File: src/hdl/fault_wide_pkg.sv
// Constants for the fault trigger conditioning and the 10-bit wide access path.
// Assumes a single 40 MHz system clock and a byte-wide CPU register port.
`default_nettype none
package fault_wide_pkg;
  // ****************************************************
  // Widths and counts
  // ****************************************************
  localparam int WIDE_W        = 10;
  localparam int BYTE_W        = 8;
  localparam int STAGE_W       = 2;
  localparam int FILTER_SAMPLES = 4;
  // ****************************************************
  // Register indices on the CPU port
  // ****************************************************
  localparam logic [2:0] IDX_COUNTER   = 3'h0;
  localparam logic [2:0] IDX_CMP_A     = 3'h1;
  localparam logic [2:0] IDX_CMP_B     = 3'h2;
  localparam logic [2:0] IDX_CMP_C     = 3'h3;
  localparam logic [2:0] IDX_CMP_D     = 3'h4;
  localparam logic [2:0] IDX_STAGING   = 3'h5;
  localparam logic [2:0] IDX_CONTROL_D = 3'h6;
  localparam int         NUM_WIDE      = 5;
  // ****************************************************
  // Control register D fields
  // ****************************************************
  localparam int BIT_FAULT_INT_EN  = 7;
  localparam int BIT_FAULT_PROT_EN = 6;
  localparam int BIT_NOISE_FILT_EN = 5;
  localparam int BIT_EDGE_SEL      = 4;
  localparam int BIT_CMP_SELECT    = 3;
  localparam int BIT_FAULT_FLAG    = 2;
  // ****************************************************
  // Reset values
  // ****************************************************
  localparam logic [7:0]  RST_CONTROL_D = 8'h00;
  localparam logic [1:0]  RST_STAGING   = 2'h0;
  localparam logic [9:0]  RST_WIDE      = 10'h000;
  localparam logic [7:0]  RST_COMP_MODE = 8'h00;
endpackage
`default_nettype wire

File: src/hdl/fault_trigger_cond.sv
// Fault trigger conditioning: synchroniser, optional four-sample filter, edge detector.
// Assumes inputs are asynchronous pins; select bits come from the same clock domain.
`default_nettype none
module fault_trigger_cond #(
  parameter int SAMPLES = fault_wide_pkg::FILTER_SAMPLES
) (
  input  wire logic clock,
  input  wire logic reset,
  input  wire logic pin_in,
  input  wire logic cmp_in,
  input  wire logic cmp_select,
  input  wire logic filter_en,
  input  wire logic edge_rising,
  output logic      edge_seen
);
  logic [1:0]         pin_sync_r;
  logic [1:0]         cmp_sync_r;
  logic               src;
  logic [SAMPLES-2:0] hist_r;
  logic [SAMPLES-1:0] window;
  logic               filt_r;
  logic               level;
  logic               prev_r;

  // ****************************************************
  // Synchronisers, same sampling for both sources
  // ****************************************************
  always_ff @(posedge clock or posedge reset)
  begin
    if (reset)
    begin
      pin_sync_r <= 2'h0;
      cmp_sync_r <= 2'h0;
    end
    else
    begin
      pin_sync_r <= {pin_sync_r[0], pin_in};
      cmp_sync_r <= {cmp_sync_r[0], cmp_in};
    end
  end

  assign src = cmp_select ? cmp_sync_r[1] : pin_sync_r[1];

  // ****************************************************
  // Noise filter, sampled on every system clock
  // ****************************************************
  // Window is three stored samples plus the current one, so the filtered
  // path lags the bypass path by exactly four clocks, not five
  assign window = {hist_r, src};

  always_ff @(posedge clock or posedge reset)
  begin
    if (reset)
    begin
      hist_r <= '0;
      filt_r <= 1'b0;
    end
    else
    begin
      hist_r <= window[SAMPLES-2:0];
      if (&window || ~|window)
        filt_r <= src;
    end
  end

  assign level = filter_en ? filt_r : src;

  // ****************************************************
  // Edge detector
  // ****************************************************
  always_ff @(posedge clock or posedge reset)
  begin
    if (reset)
    begin
      prev_r    <= 1'b0;
      edge_seen <= 1'b0;
    end
    else
    begin
      prev_r    <= level;
      edge_seen <= edge_rising ? (level & ~prev_r) : (~level & prev_r);
    end
  end
endmodule
`default_nettype wire

File: src/hdl/fault_wide_top.sv
// Fault protection trigger and 10-bit wide register access for a PWM timer.
// Assumes a byte-wide CPU port with one-cycle read and write strobes, single clock.
// Function
// - The fault trigger comes from the fault pin, or from the comparator when the select bit is set.
// - Both sources are synchronised and edge-detected with the counter input pin's logic.
// - The enabled filter sits ahead of the edge detector and adds four clocks of latency.
// - The filter output changes only after four equal consecutive samples.
// - The filter enable bit in control D turns the filter on; otherwise it is bypassed.
// - The filter samples every system clock regardless of prescaler.
// - Software can cause a fault by driving the fault pin's port output.
// - Counter and compare values are 10 bits, reached as bytes with one shared 2-bit staging register.
// - Only a low-byte access moves data; staging accesses leave wide registers alone.
// - A low-byte write loads staging bits and data byte together in one clock.
// - A low-byte read copies the upper bits into staging in the same clock.
// - A qualifying edge with protection enabled clears output modes and the enable together.
// - A fault raises the interrupt if enabled; otherwise software polls the enable bit.
`default_nettype none
module fault_wide_top (
  input  wire logic       clock,
  input  wire logic       reset,
  input  wire logic [2:0] reg_addr,
  input  wire logic [7:0] wr_data,
  input  wire logic       wr_strobe,
  input  wire logic       rd_strobe,
  output logic      [7:0] rd_data,
  input  wire logic       external_fault_pin,
  input  wire logic       comparator_output,
  input  wire logic [7:0] compare_output_mode_set,
  input  wire logic       compare_output_mode_load,
  output logic      [7:0] compare_output_mode,
  output logic            fault_irq,
  output logic [9:0]      counter_value,
  output logic [9:0]      compare_a,
  output logic [9:0]      compare_b,
  output logic [9:0]      compare_c,
  output logic [9:0]      compare_d
);
  logic [1:0] high_bits_staging_r;
  logic [7:0] timer_control_d_r;
  logic [9:0] wide_r [fault_wide_pkg::NUM_WIDE];
  logic       edge_seen;
  logic       fault_evt;

  function automatic logic is_wide(input logic [2:0] a);
    is_wide = (a <= fault_wide_pkg::IDX_CMP_D);
  endfunction

  // ****************************************************
  // Fault trigger conditioning
  // ****************************************************
  fault_trigger_cond #(
    .SAMPLES (fault_wide_pkg::FILTER_SAMPLES)
  ) u_cond (
    .clock       (clock),
    .reset       (reset),
    .pin_in      (external_fault_pin),
    .cmp_in      (comparator_output),
    .cmp_select  (timer_control_d_r[fault_wide_pkg::BIT_CMP_SELECT]),
    .filter_en   (timer_control_d_r[fault_wide_pkg::BIT_NOISE_FILT_EN]),
    .edge_rising (timer_control_d_r[fault_wide_pkg::BIT_EDGE_SEL]),
    .edge_seen   (edge_seen)
  );

  assign fault_evt = edge_seen & timer_control_d_r[fault_wide_pkg::BIT_FAULT_PROT_EN];

  // ****************************************************
  // Control register D; fault flag set wins over a clear
  // ****************************************************
  always_ff @(posedge clock or posedge reset)
  begin
    if (reset)
      timer_control_d_r <= fault_wide_pkg::RST_CONTROL_D;
    else
    begin
      if (wr_strobe && reg_addr == fault_wide_pkg::IDX_CONTROL_D)
      begin
        timer_control_d_r <= wr_data;
        // Flag is write-one-to-clear so a plain config write keeps it
        timer_control_d_r[fault_wide_pkg::BIT_FAULT_FLAG] <=
          timer_control_d_r[fault_wide_pkg::BIT_FAULT_FLAG] &
          ~wr_data[fault_wide_pkg::BIT_FAULT_FLAG];
      end
      if (edge_seen)
        timer_control_d_r[fault_wide_pkg::BIT_FAULT_FLAG] <= 1'b1;
      if (fault_evt)
        timer_control_d_r[fault_wide_pkg::BIT_FAULT_PROT_EN] <= 1'b0;
    end
  end

  // ****************************************************
  // Compare output modes, forced to port control by a fault
  // ****************************************************
  always_ff @(posedge clock or posedge reset)
  begin
    if (reset)
      compare_output_mode <= fault_wide_pkg::RST_COMP_MODE;
    else if (fault_evt)
      compare_output_mode <= fault_wide_pkg::RST_COMP_MODE;
    else if (compare_output_mode_load)
      compare_output_mode <= compare_output_mode_set;
  end

  always_ff @(posedge clock or posedge reset)
  begin
    if (reset)
      fault_irq <= 1'b0;
    else
      fault_irq <= timer_control_d_r[fault_wide_pkg::BIT_FAULT_FLAG] &
                   timer_control_d_r[fault_wide_pkg::BIT_FAULT_INT_EN];
  end

  // ****************************************************
  // Wide registers and the shared staging register
  // ****************************************************
  // Staging is shared, so an interrupt between two byte accesses corrupts the pair
  always_ff @(posedge clock or posedge reset)
  begin
    if (reset)
      high_bits_staging_r <= fault_wide_pkg::RST_STAGING;
    else if (wr_strobe && reg_addr == fault_wide_pkg::IDX_STAGING)
      high_bits_staging_r <= wr_data[1:0];
    else if (rd_strobe && is_wide(reg_addr))
      high_bits_staging_r <= wide_r[reg_addr][9:8];
  end

  genvar g;
  generate
    for (g = 0; g < fault_wide_pkg::NUM_WIDE; g++)
    begin : g_wide
      always_ff @(posedge clock or posedge reset)
      begin
        if (reset)
          wide_r[g] <= fault_wide_pkg::RST_WIDE;
        else if (wr_strobe && reg_addr == 3'(g))
          wide_r[g] <= {high_bits_staging_r, wr_data};
      end
    end
  endgenerate

  always_ff @(posedge clock or posedge reset)
  begin
    if (reset)
      rd_data <= 8'h00;
    else if (rd_strobe)
    begin
      if (is_wide(reg_addr))
        rd_data <= wide_r[reg_addr][7:0];
      else if (reg_addr == fault_wide_pkg::IDX_STAGING)
        rd_data <= {6'h00, high_bits_staging_r};
      else if (reg_addr == fault_wide_pkg::IDX_CONTROL_D)
        rd_data <= timer_control_d_r;
      else
        rd_data <= 8'h00;
    end
  end

  assign counter_value = wide_r[0];
  assign compare_a     = wide_r[1];
  assign compare_b     = wide_r[2];
  assign compare_c     = wide_r[3];
  assign compare_d     = wide_r[4];
endmodule
`default_nettype wire

File: config.mk
export PLATFORM = sky130hd
export DESIGN_NAME = fault_wide_top
export DESIGN_NICKNAME = d
export VERILOG_FILES = /design/src/hdl/fault_wide_pkg.sv /design/src/hdl/fault_trigger_cond.sv /design/src/hdl/fault_wide_top.sv
export SDC_FILE = /design/constraint.sdc
export NUM_CORES = 1
export LEC_CHECK = 0
export ABC_AREA = 1
export BUFFER_PORTS_ARGS = -buffer_cell sky130_fd_sc_hd__buf_2
export CORE_UTILIZATION = 25
export DETAILED_ROUTE_END_ITERATION = 10
export HOLD_SLACK_MARGIN = 0.03
export PLACE_DENSITY = 0.4
export SLEW_MARGIN = 25
export SYNTH_ARGS = -nofsm -noshare
export SYNTH_HDL_FRONTEND = slang
export SYNTH_HIERARCHICAL = 1
export SYNTH_SLANG_ARGS = --single-unit
File: constraint.sdc
create_clock -name clock -period 5.1 [get_ports clock]
set_input_delay 0.51 -clock clock [delete_from_list [all_inputs] [get_ports clock]]
set_output_delay 0.51 -clock clock [all_outputs]
set_load 0.05 [all_outputs]
==> results of run 1 <==
-- stage by stage --
step | cells | hold slack, ns | setup WS (ns)
finish | 794 | 0.144 | 3.44
global route | 794 | 0.179 | 3.23
CTS | 794 | 0.138 | 3.46
detailed placement | 778 | 0.335 | 3.09
global placement | 778 | 0.335 | 3.10
floorplan | 489 | 0.331 | 2.62
-- sequential cells by signal (all words and copies together), names as in the netlist, 2 cells and up --
register	count
compare_a	10
compare_b	10
compare_c	10
compare_d	10
compare_output_mode	8
counter_value	10
high_bits_staging_r	2
rd_data	8
timer_control_d_r	8
u_cond/cmp_sync_r	2
u_cond/hist_r	3
u_cond/pin_sync_r	2
-- cell type report --
cell class	count	area [um^2]	area share
clock inverter	7	96.3	0.0195
timing repair buffer	93	468	0.0946
multi-input combinational	326	1490	0.301
clock buffer	9	225	0.0455
tap	216	270	0.0546
inverter	56	219	0.0443
sequential	87	2180	0.440
-- power breakdown --
part / internal [W] / leakage (nW) / switching (W) / total [W]
sequential: 0.000824 / 1.08 / 0.000107 / 0.000931
combinational: 0.000176 / 1.41 / 0.000583 / 0.000758
clock: 0.000431 / 0.160 / 0.000286 / 0.000716
-- layer usage --
layer  share of wire  GRT usage  up-vias
met3           0.055     0.0383       14
met5               0          0        -
li1                -          -     1687
met2            0.48      0.242       78
met4           0.017     0.0644        0
met1            0.45      0.185     1575
-- logic make-up after synthesis --
kind of cell,Yosys count
DFF,87
AOI/OAI and AO/OA,85
buffers and inverters,76
and+or+nand+nor,241
-- synthesized netlist by cell type (all sizes together) --
master,n
nor2,24
or2,4
inv,56
nand2,192
dfrtp,87
o21bai,1
buf,17
clkbuf,3
o21ai,69
nor3,1
nand3,20
a21oi,15
-- final timing paths --
check,end,depth (start not counted),from
max,compare_c[2],6,reg_addr[0]
min,u_cond/cmp_sync_r[1],2,reset
max reg2reg,compare_output_mode[1],3,u_cond/edge_seen
min reg2reg,u_cond/pin_sync_r[1],0,u_cond/pin_sync_r[0]
max in group asynchronous,compare_c[9],3,reset
min in group clock,u_cond/cmp_sync_r[0],1,comparator_output
-- critical path, stage by stage --
cell	delay [ns]
sky130_fd_sc_hd__buf_2	0.38
sky130_fd_sc_hd__nand2_1	0.12
sky130_fd_sc_hd__inv_2	0.14
sky130_fd_sc_hd__nand2_1	0.44
sky130_fd_sc_hd__nand2_1	0.17
sky130_fd_sc_hd__o21ai_1	0.09
==> impl_metrics.yaml, run 1 <==
timing:
  timing_max_transition_violations_final: 0
  timing_limited_maximum_frequency_ghz: 0.603
  setup_viol: 0
  finalClockSkew_ns: 0.00407
  min_period_ns: 1.66
  worst_slew_margin_rel: 0.526
  setup_repair_after_global_routing_missed_its_margin: "false"
  worst-slew-pin-transition_ns: 0.710
  final_min_period_over_clock_period: 0.325
  count_of_endpoints_failing_hold_in_the_final_timing_report: 0
  totalNegativeSetupSlack_ns: 0
worst_setup_path:
  setup.reg_to_reg.worst_slack_ns: 4.08
  path_class: "in -> reg"
  nature_of_the_critical_path_endpoint: "flip-flop"
  required_ns: 5.30
  critical_path_arrival_ns: 1.86
  crit_fanout: 20
  critical_path.startpoint_type: "input pin"
power:
  power.static_leakage_nw: 2.65
  power_density_nw_per_um2: 487
  worst_case_vdd_ir_drop_mv: 0.175
  post-layout-total-power_w: 0.00241
routing:
  via_per_inst: 4.22
  drt_wl_total_um: 11100
  drtPass1Iterations: 4
  vias: 3354
  route.antenna.remaining_nets: 0
  number_of_drc_violations_after_detailed_routing_iteration_0: 142
  drc_errors: 0
  wl_per_cell_um: 14.0
cts:
  cts-hold-fix-buffers: 0
  clock_tree.htree_level_count: 3
  cts_root_buffer: "sky130_fd_sc_hd__clkbuf_16"
  post_cts_resized: 0
  cts_setup_buffers: 0
  clock_latency_reported_for_the_late_side_of_the_worst_skew_pair_ns: 0.35
  worst_setup_hold_path_clk_slew_ns: 0.07
  maximum_clock_path_buffer_count: 2
  clock_tree_from_tritoncts: "done"
  numCtsBuffers: 9
  clock-sinks: 87
global_routing:
  initial_antenna_violation_count: 0
  overflow: 0
  grtUsageTotal: 0.148
  grt_max_degree: 44
  grt_first_pass_wirelength_um: 18500
  number_of_global_route_vias_before_repair: 3456
yosys:
  synth_area_um2: 4020
  synth.avg_cell_area_um2: 8.23
  syn_nets: 515
  synth.largest_area_cell: "sky130_fd_sc_hd__dfrtp_1"
  main_combinational_cell_family_by_area_after_synthesis: "simple AND/OR/NAND/NOR gates"
  yosysUniqueCellTypes: 24
  synth_simple_gate_area_share: 0.255
  yosysWarnings: 6
  synth_xor_area_frac: 0
  synthDominantCellAreaShare: 0.541
  synth_area_leaders: "sky130_fd_sc_hd__dfrtp_1 (54%), sky130_fd_sc_hd__nand2_1 (17%), sky130_fd_sc_hd__o21ai_1 (5.8%)"
  post_synth_mux_area_share: 0
  synth_adder_area_share: 0
  ys_ff_latch: 87
  syn_inst: 489
  compound_gate_fraction_of_synth_area: 0.116
  synth.yosys.seq_area_share: 0.541
finish:
  number_of_fillers_in_the_final_layout: 1773
  final_layout_size_suffix_gt1_frac: 0.242
  diodes: 0
  design_area_um2: 4950
  fin_nets: 599
  mostFrequentLayoutCell: "sky130_fd_sc_hd__nand2_1"
  area.growth.synth_to_final_pct: 22.9
  most_frequent_cells_in_the_layout: "sky130_fd_sc_hd__nand2_1 (185), sky130_fd_sc_hd__buf_2 (92), sky130_fd_sc_hd__dfrtp_1 (87)"
  utilization: 0.314
placement:
  gpl_wtd_cong: 0.782
  postPlaceCellArea_um2: 4620
  port_buffers: 92
  place_hpwl_um: 8410
flow_run:
  cap_violations: 0
die:
  floorplan.die.width_um: 129
  dieHeight_um: 129
  fp.coreArea_um2: 15800
  pin_count: 93
  rows: 46
  initial_core_util: 0.255
  floorplan.die_area_um2: 16600
status:
  status: "finished, final reports clean"
hold_path:
  holdCritPathClass: "in -> async"
Power figures use the tool's default switching activity.
==> run 2: changes to the inputs <==
--- a/config.mk
+++ b/config.mk
@@ -5,7 +5,7 @@
 export SDC_FILE = /design/constraint.sdc
 export NUM_CORES = 1
 export LEC_CHECK = 0
-export ABC_AREA = 1
+export ABC_AREA = 0
 export BUFFER_PORTS_ARGS = -buffer_cell sky130_fd_sc_hd__buf_2
 export CORE_UTILIZATION = 25
 export DETAILED_ROUTE_END_ITERATION = 10
==> constraint.sdc (replaced) <==
create_clock -name clock -period 1.7 [get_ports clock]
set_input_delay 0.17 -clock clock [delete_from_list [all_inputs] [get_ports clock]]
set_output_delay 0.17 -clock clock [all_outputs]
set_load 0.05 [all_outputs]
==> run 2 against run 1 <==
Effect of this change: the run now ends with DRC left; via count is 21% lower; highest routed layer unchanged; setup slack worse by 3.1 ns; global-route usage is 0.10 points lower.
==> impl_metrics.yaml, run 2 <==
yosys:
  synth.avg_cell_area_um2: 14.2
  synth_area_leaders: "sky130_fd_sc_hd__dfrtp_1 (57%), sky130_fd_sc_hd__mux2_2 (18%), sky130_fd_sc_hd__mux2i_1 (5.2%)"
  syn_nets: 294
  synth_async_sr_flop_share: 1.00
  synth_edf_count: 0
  synth_area_um2: 3810
  synth.yosys.seq_area_share: 0.571
  synth_flop_cell: "sky130_fd_sc_hd__dfrtp_1"
  ys_ff_latch: 87
  synth.largest_area_cell: "sky130_fd_sc_hd__dfrtp_1"
  yosysWarnings: 6
  synthDominantCellAreaShare: 0.571
  yosysUniqueCellTypes: 40
  synthMostInstantiatedCell: "sky130_fd_sc_hd__dfrtp_1"
  syn_inst: 268
  commonest_cells_in_the_netlist: "sky130_fd_sc_hd__dfrtp_1 (87), sky130_fd_sc_hd__mux2_2 (61), sky130_fd_sc_hd__nor2_1 (21)"
finish:
  fin_nets: 412
  final_layout_size_suffix_gt1_frac: 0.524
  area.growth.synth_to_final_pct: 30.1
  number_of_fillers_in_the_final_layout: 1479
  utilization: 0.338
  diodes: 0
  mostFrequentLayoutCell: "sky130_fd_sc_hd__buf_2"
  design_area_um2: 4960
  most_frequent_cells_in_the_layout: "sky130_fd_sc_hd__buf_2 (92), sky130_fd_sc_hd__dfrtp_1 (87), sky130_fd_sc_hd__mux2_2 (61)"
worst_setup_path:
  timing.critical_path.slowest_stage_cell: "sky130_fd_sc_hd__mux4_1"
  timing.critical_path.max_delay_family: "multiplexers"
  path_class: "reg -> reg"
  critical_path_arrival_ns: 1.61
  required_ns: 1.92
  critical_path.startpoint_type: "flip-flop"
  path_cells: "mux4_1, a22oi_1, a21oi_1"
  critical-path-max-stage-delay_ns: 0.54
  crit_fanout: 3
  crit_path_buf_inv_count: 0
  nature_of_the_critical_path_endpoint: "flip-flop"
cts:
  clock_tree.htree_level_count: 3
  cts_root_buffer: "sky130_fd_sc_hd__clkbuf_16"
  clock-sinks: 87
  maximum_clock_path_buffer_count: 2
  post_cts_resized: 0
  numCtsBuffers: 9
  clock_tree_from_tritoncts: "done"
  worst_setup_hold_path_clk_slew_ns: 0.06
  clock_latency_reported_for_the_late_side_of_the_worst_skew_pair_ns: 0.34
die:
  rows: 44
  floorplan.die_area_um2: 15800
  fp.coreArea_um2: 14700
  initial_core_util: 0.260
  dieHeight_um: 126
  floorplan.die.width_um: 126
  pin_count: 93
timing:
  min_period_ns: 1.39
  finalClockSkew_ns: 0.0104
  count_of_endpoints_failing_hold_in_the_final_timing_report: 0
  setup_viol: 0
  timing_limited_maximum_frequency_ghz: 0.717
  final.setup.worst_slack_ns: 0.305
  totalNegativeSetupSlack_ns: 0
  timing_max_transition_violations_final: 0
  final_min_period_over_clock_period: 0.820
  setup_repair_after_global_routing_missed_its_margin: "false"
  worst-slew-pin-transition_ns: 0.506
  worst_slew_margin_rel: 0.662
global_routing:
  initial_antenna_violation_count: 0
  overflow: 0
  grt_max_degree: 27
  grt_first_pass_wirelength_um: 17100
  number_of_global_route_vias_before_repair: 2849
  busiest_layer: "met2"
  grt_util_met1: 0.197
  globalRouteMet2Util: 0.233
  grtUsageTotal: 0.147
  gr-usage-met3: 0.0257
status:
  violations_in_the_final_reports: "DRC"
  status: "complete, but fails checks"
routing:
  drtPass1Iterations: 8
  number_of_drc_violations_after_detailed_routing_iteration_0: 170
  drt_wl_total_um: 10800
  wl_per_cell_um: 18.8
  drc_errors: 9
  via_per_inst: 4.60
  vias: 2633
  route.antenna.remaining_nets: 0
placement:
  gpl_wtd_cong: 0.728
  port_buffers: 92
  pre_cts_ws_ns: 0.195
  postPlaceCellArea_um2: 4650
  place_hpwl_um: 7810
hold_path:
  holdCritPathClass: "in -> reg"
power:
  power_density_nw_per_um2: 1460
  worst_case_vdd_ir_drop_mv: 0.496
  power.static_leakage_nw: 2.34
flow_run:
  cap_violations: 0
-- run 2: worst min-delay path, delay by kind of cell --
kind	cells	cell delay, ns
simple gates	1	0.08
buf+inv	1	0.07
mux	1	0.05
-- run 2: worst paths after layout --
kind,cells past startpoint,slack (ns),to,from
max,3,0.31,rd_data[6],compare_a[6]
min,3,0.08,compare_output_mode[0],compare_output_mode_set[0]
max reg2reg,3,0.31,rd_data[6],compare_a[6]
min reg2reg,0,0.35,u_cond/cmp_sync_r[1],u_cond/cmp_sync_r[0]
max in group asynchronous,4,0.72,counter_value[0],reset
min in group asynchronous,3,0.38,u_cond/pin_sync_r[0],reset
-- run 2: through the flow --
step           hold WS, ns  total power, W  std cells
2_1_floorplan       0.0102         0.00466        268
3_3_place_gp         0.180         0.00535        556
3_5_place_dp         0.187         0.00537        556
4_1_cts             0.0695         0.00737        573
5_1_grt             0.0934         0.00760        573
6_report            0.0772         0.00726        573
-- run 2: kinds of logic after synthesis --
| group | count (synthesis) | synth area share |
|---|---|---|
| AND/OR/NAND/NOR | 44 | 0.0699 |
| buffers and inverters | 17 | 0.0246 |
| AO/OA/AOI/OAI | 29 | 0.0482 |
| multiplexers | 91 | 0.287 |
| flip-flops | 87 | 0.571 |
-- run 2: report_power, final --
group	switching [W]	internal [W]
clock network	0.000792	0.00117
registers	0.000342	0.00250
logic	0.00172	0.000742
total	0.00286	0.00441
-- run 2: final cells by class --
type,instances,area [um^2],share of cell area
Tap cell,184,230,0.0464
Clock inverter,1,30.0,0.00605
Inverter,5,22.5,0.00454
Timing Repair Buffer,119,708,0.143
Sequential cell,87,2180,0.439
Multi-Input combinational cell,164,1540,0.311
Clock buffer,13,250,0.0504
-- run 2: repair_timing --
action,CTS,global route
endpoints found under the setup margin,0,0
hold endpoints to repair,28,0
setup buffers,0,0
hold buffers,3,0
-- run 2: metal layers --
| metal | wire (um) | vias up |
|---|---|---|
| li1 | - | 1200 |
| met1 | 5130 | 1355 |
| met2 | 5100 | 65 |
| met3 | 344 | 13 |
| met4 | 203 | 0 |
| met5 | 0 | - |
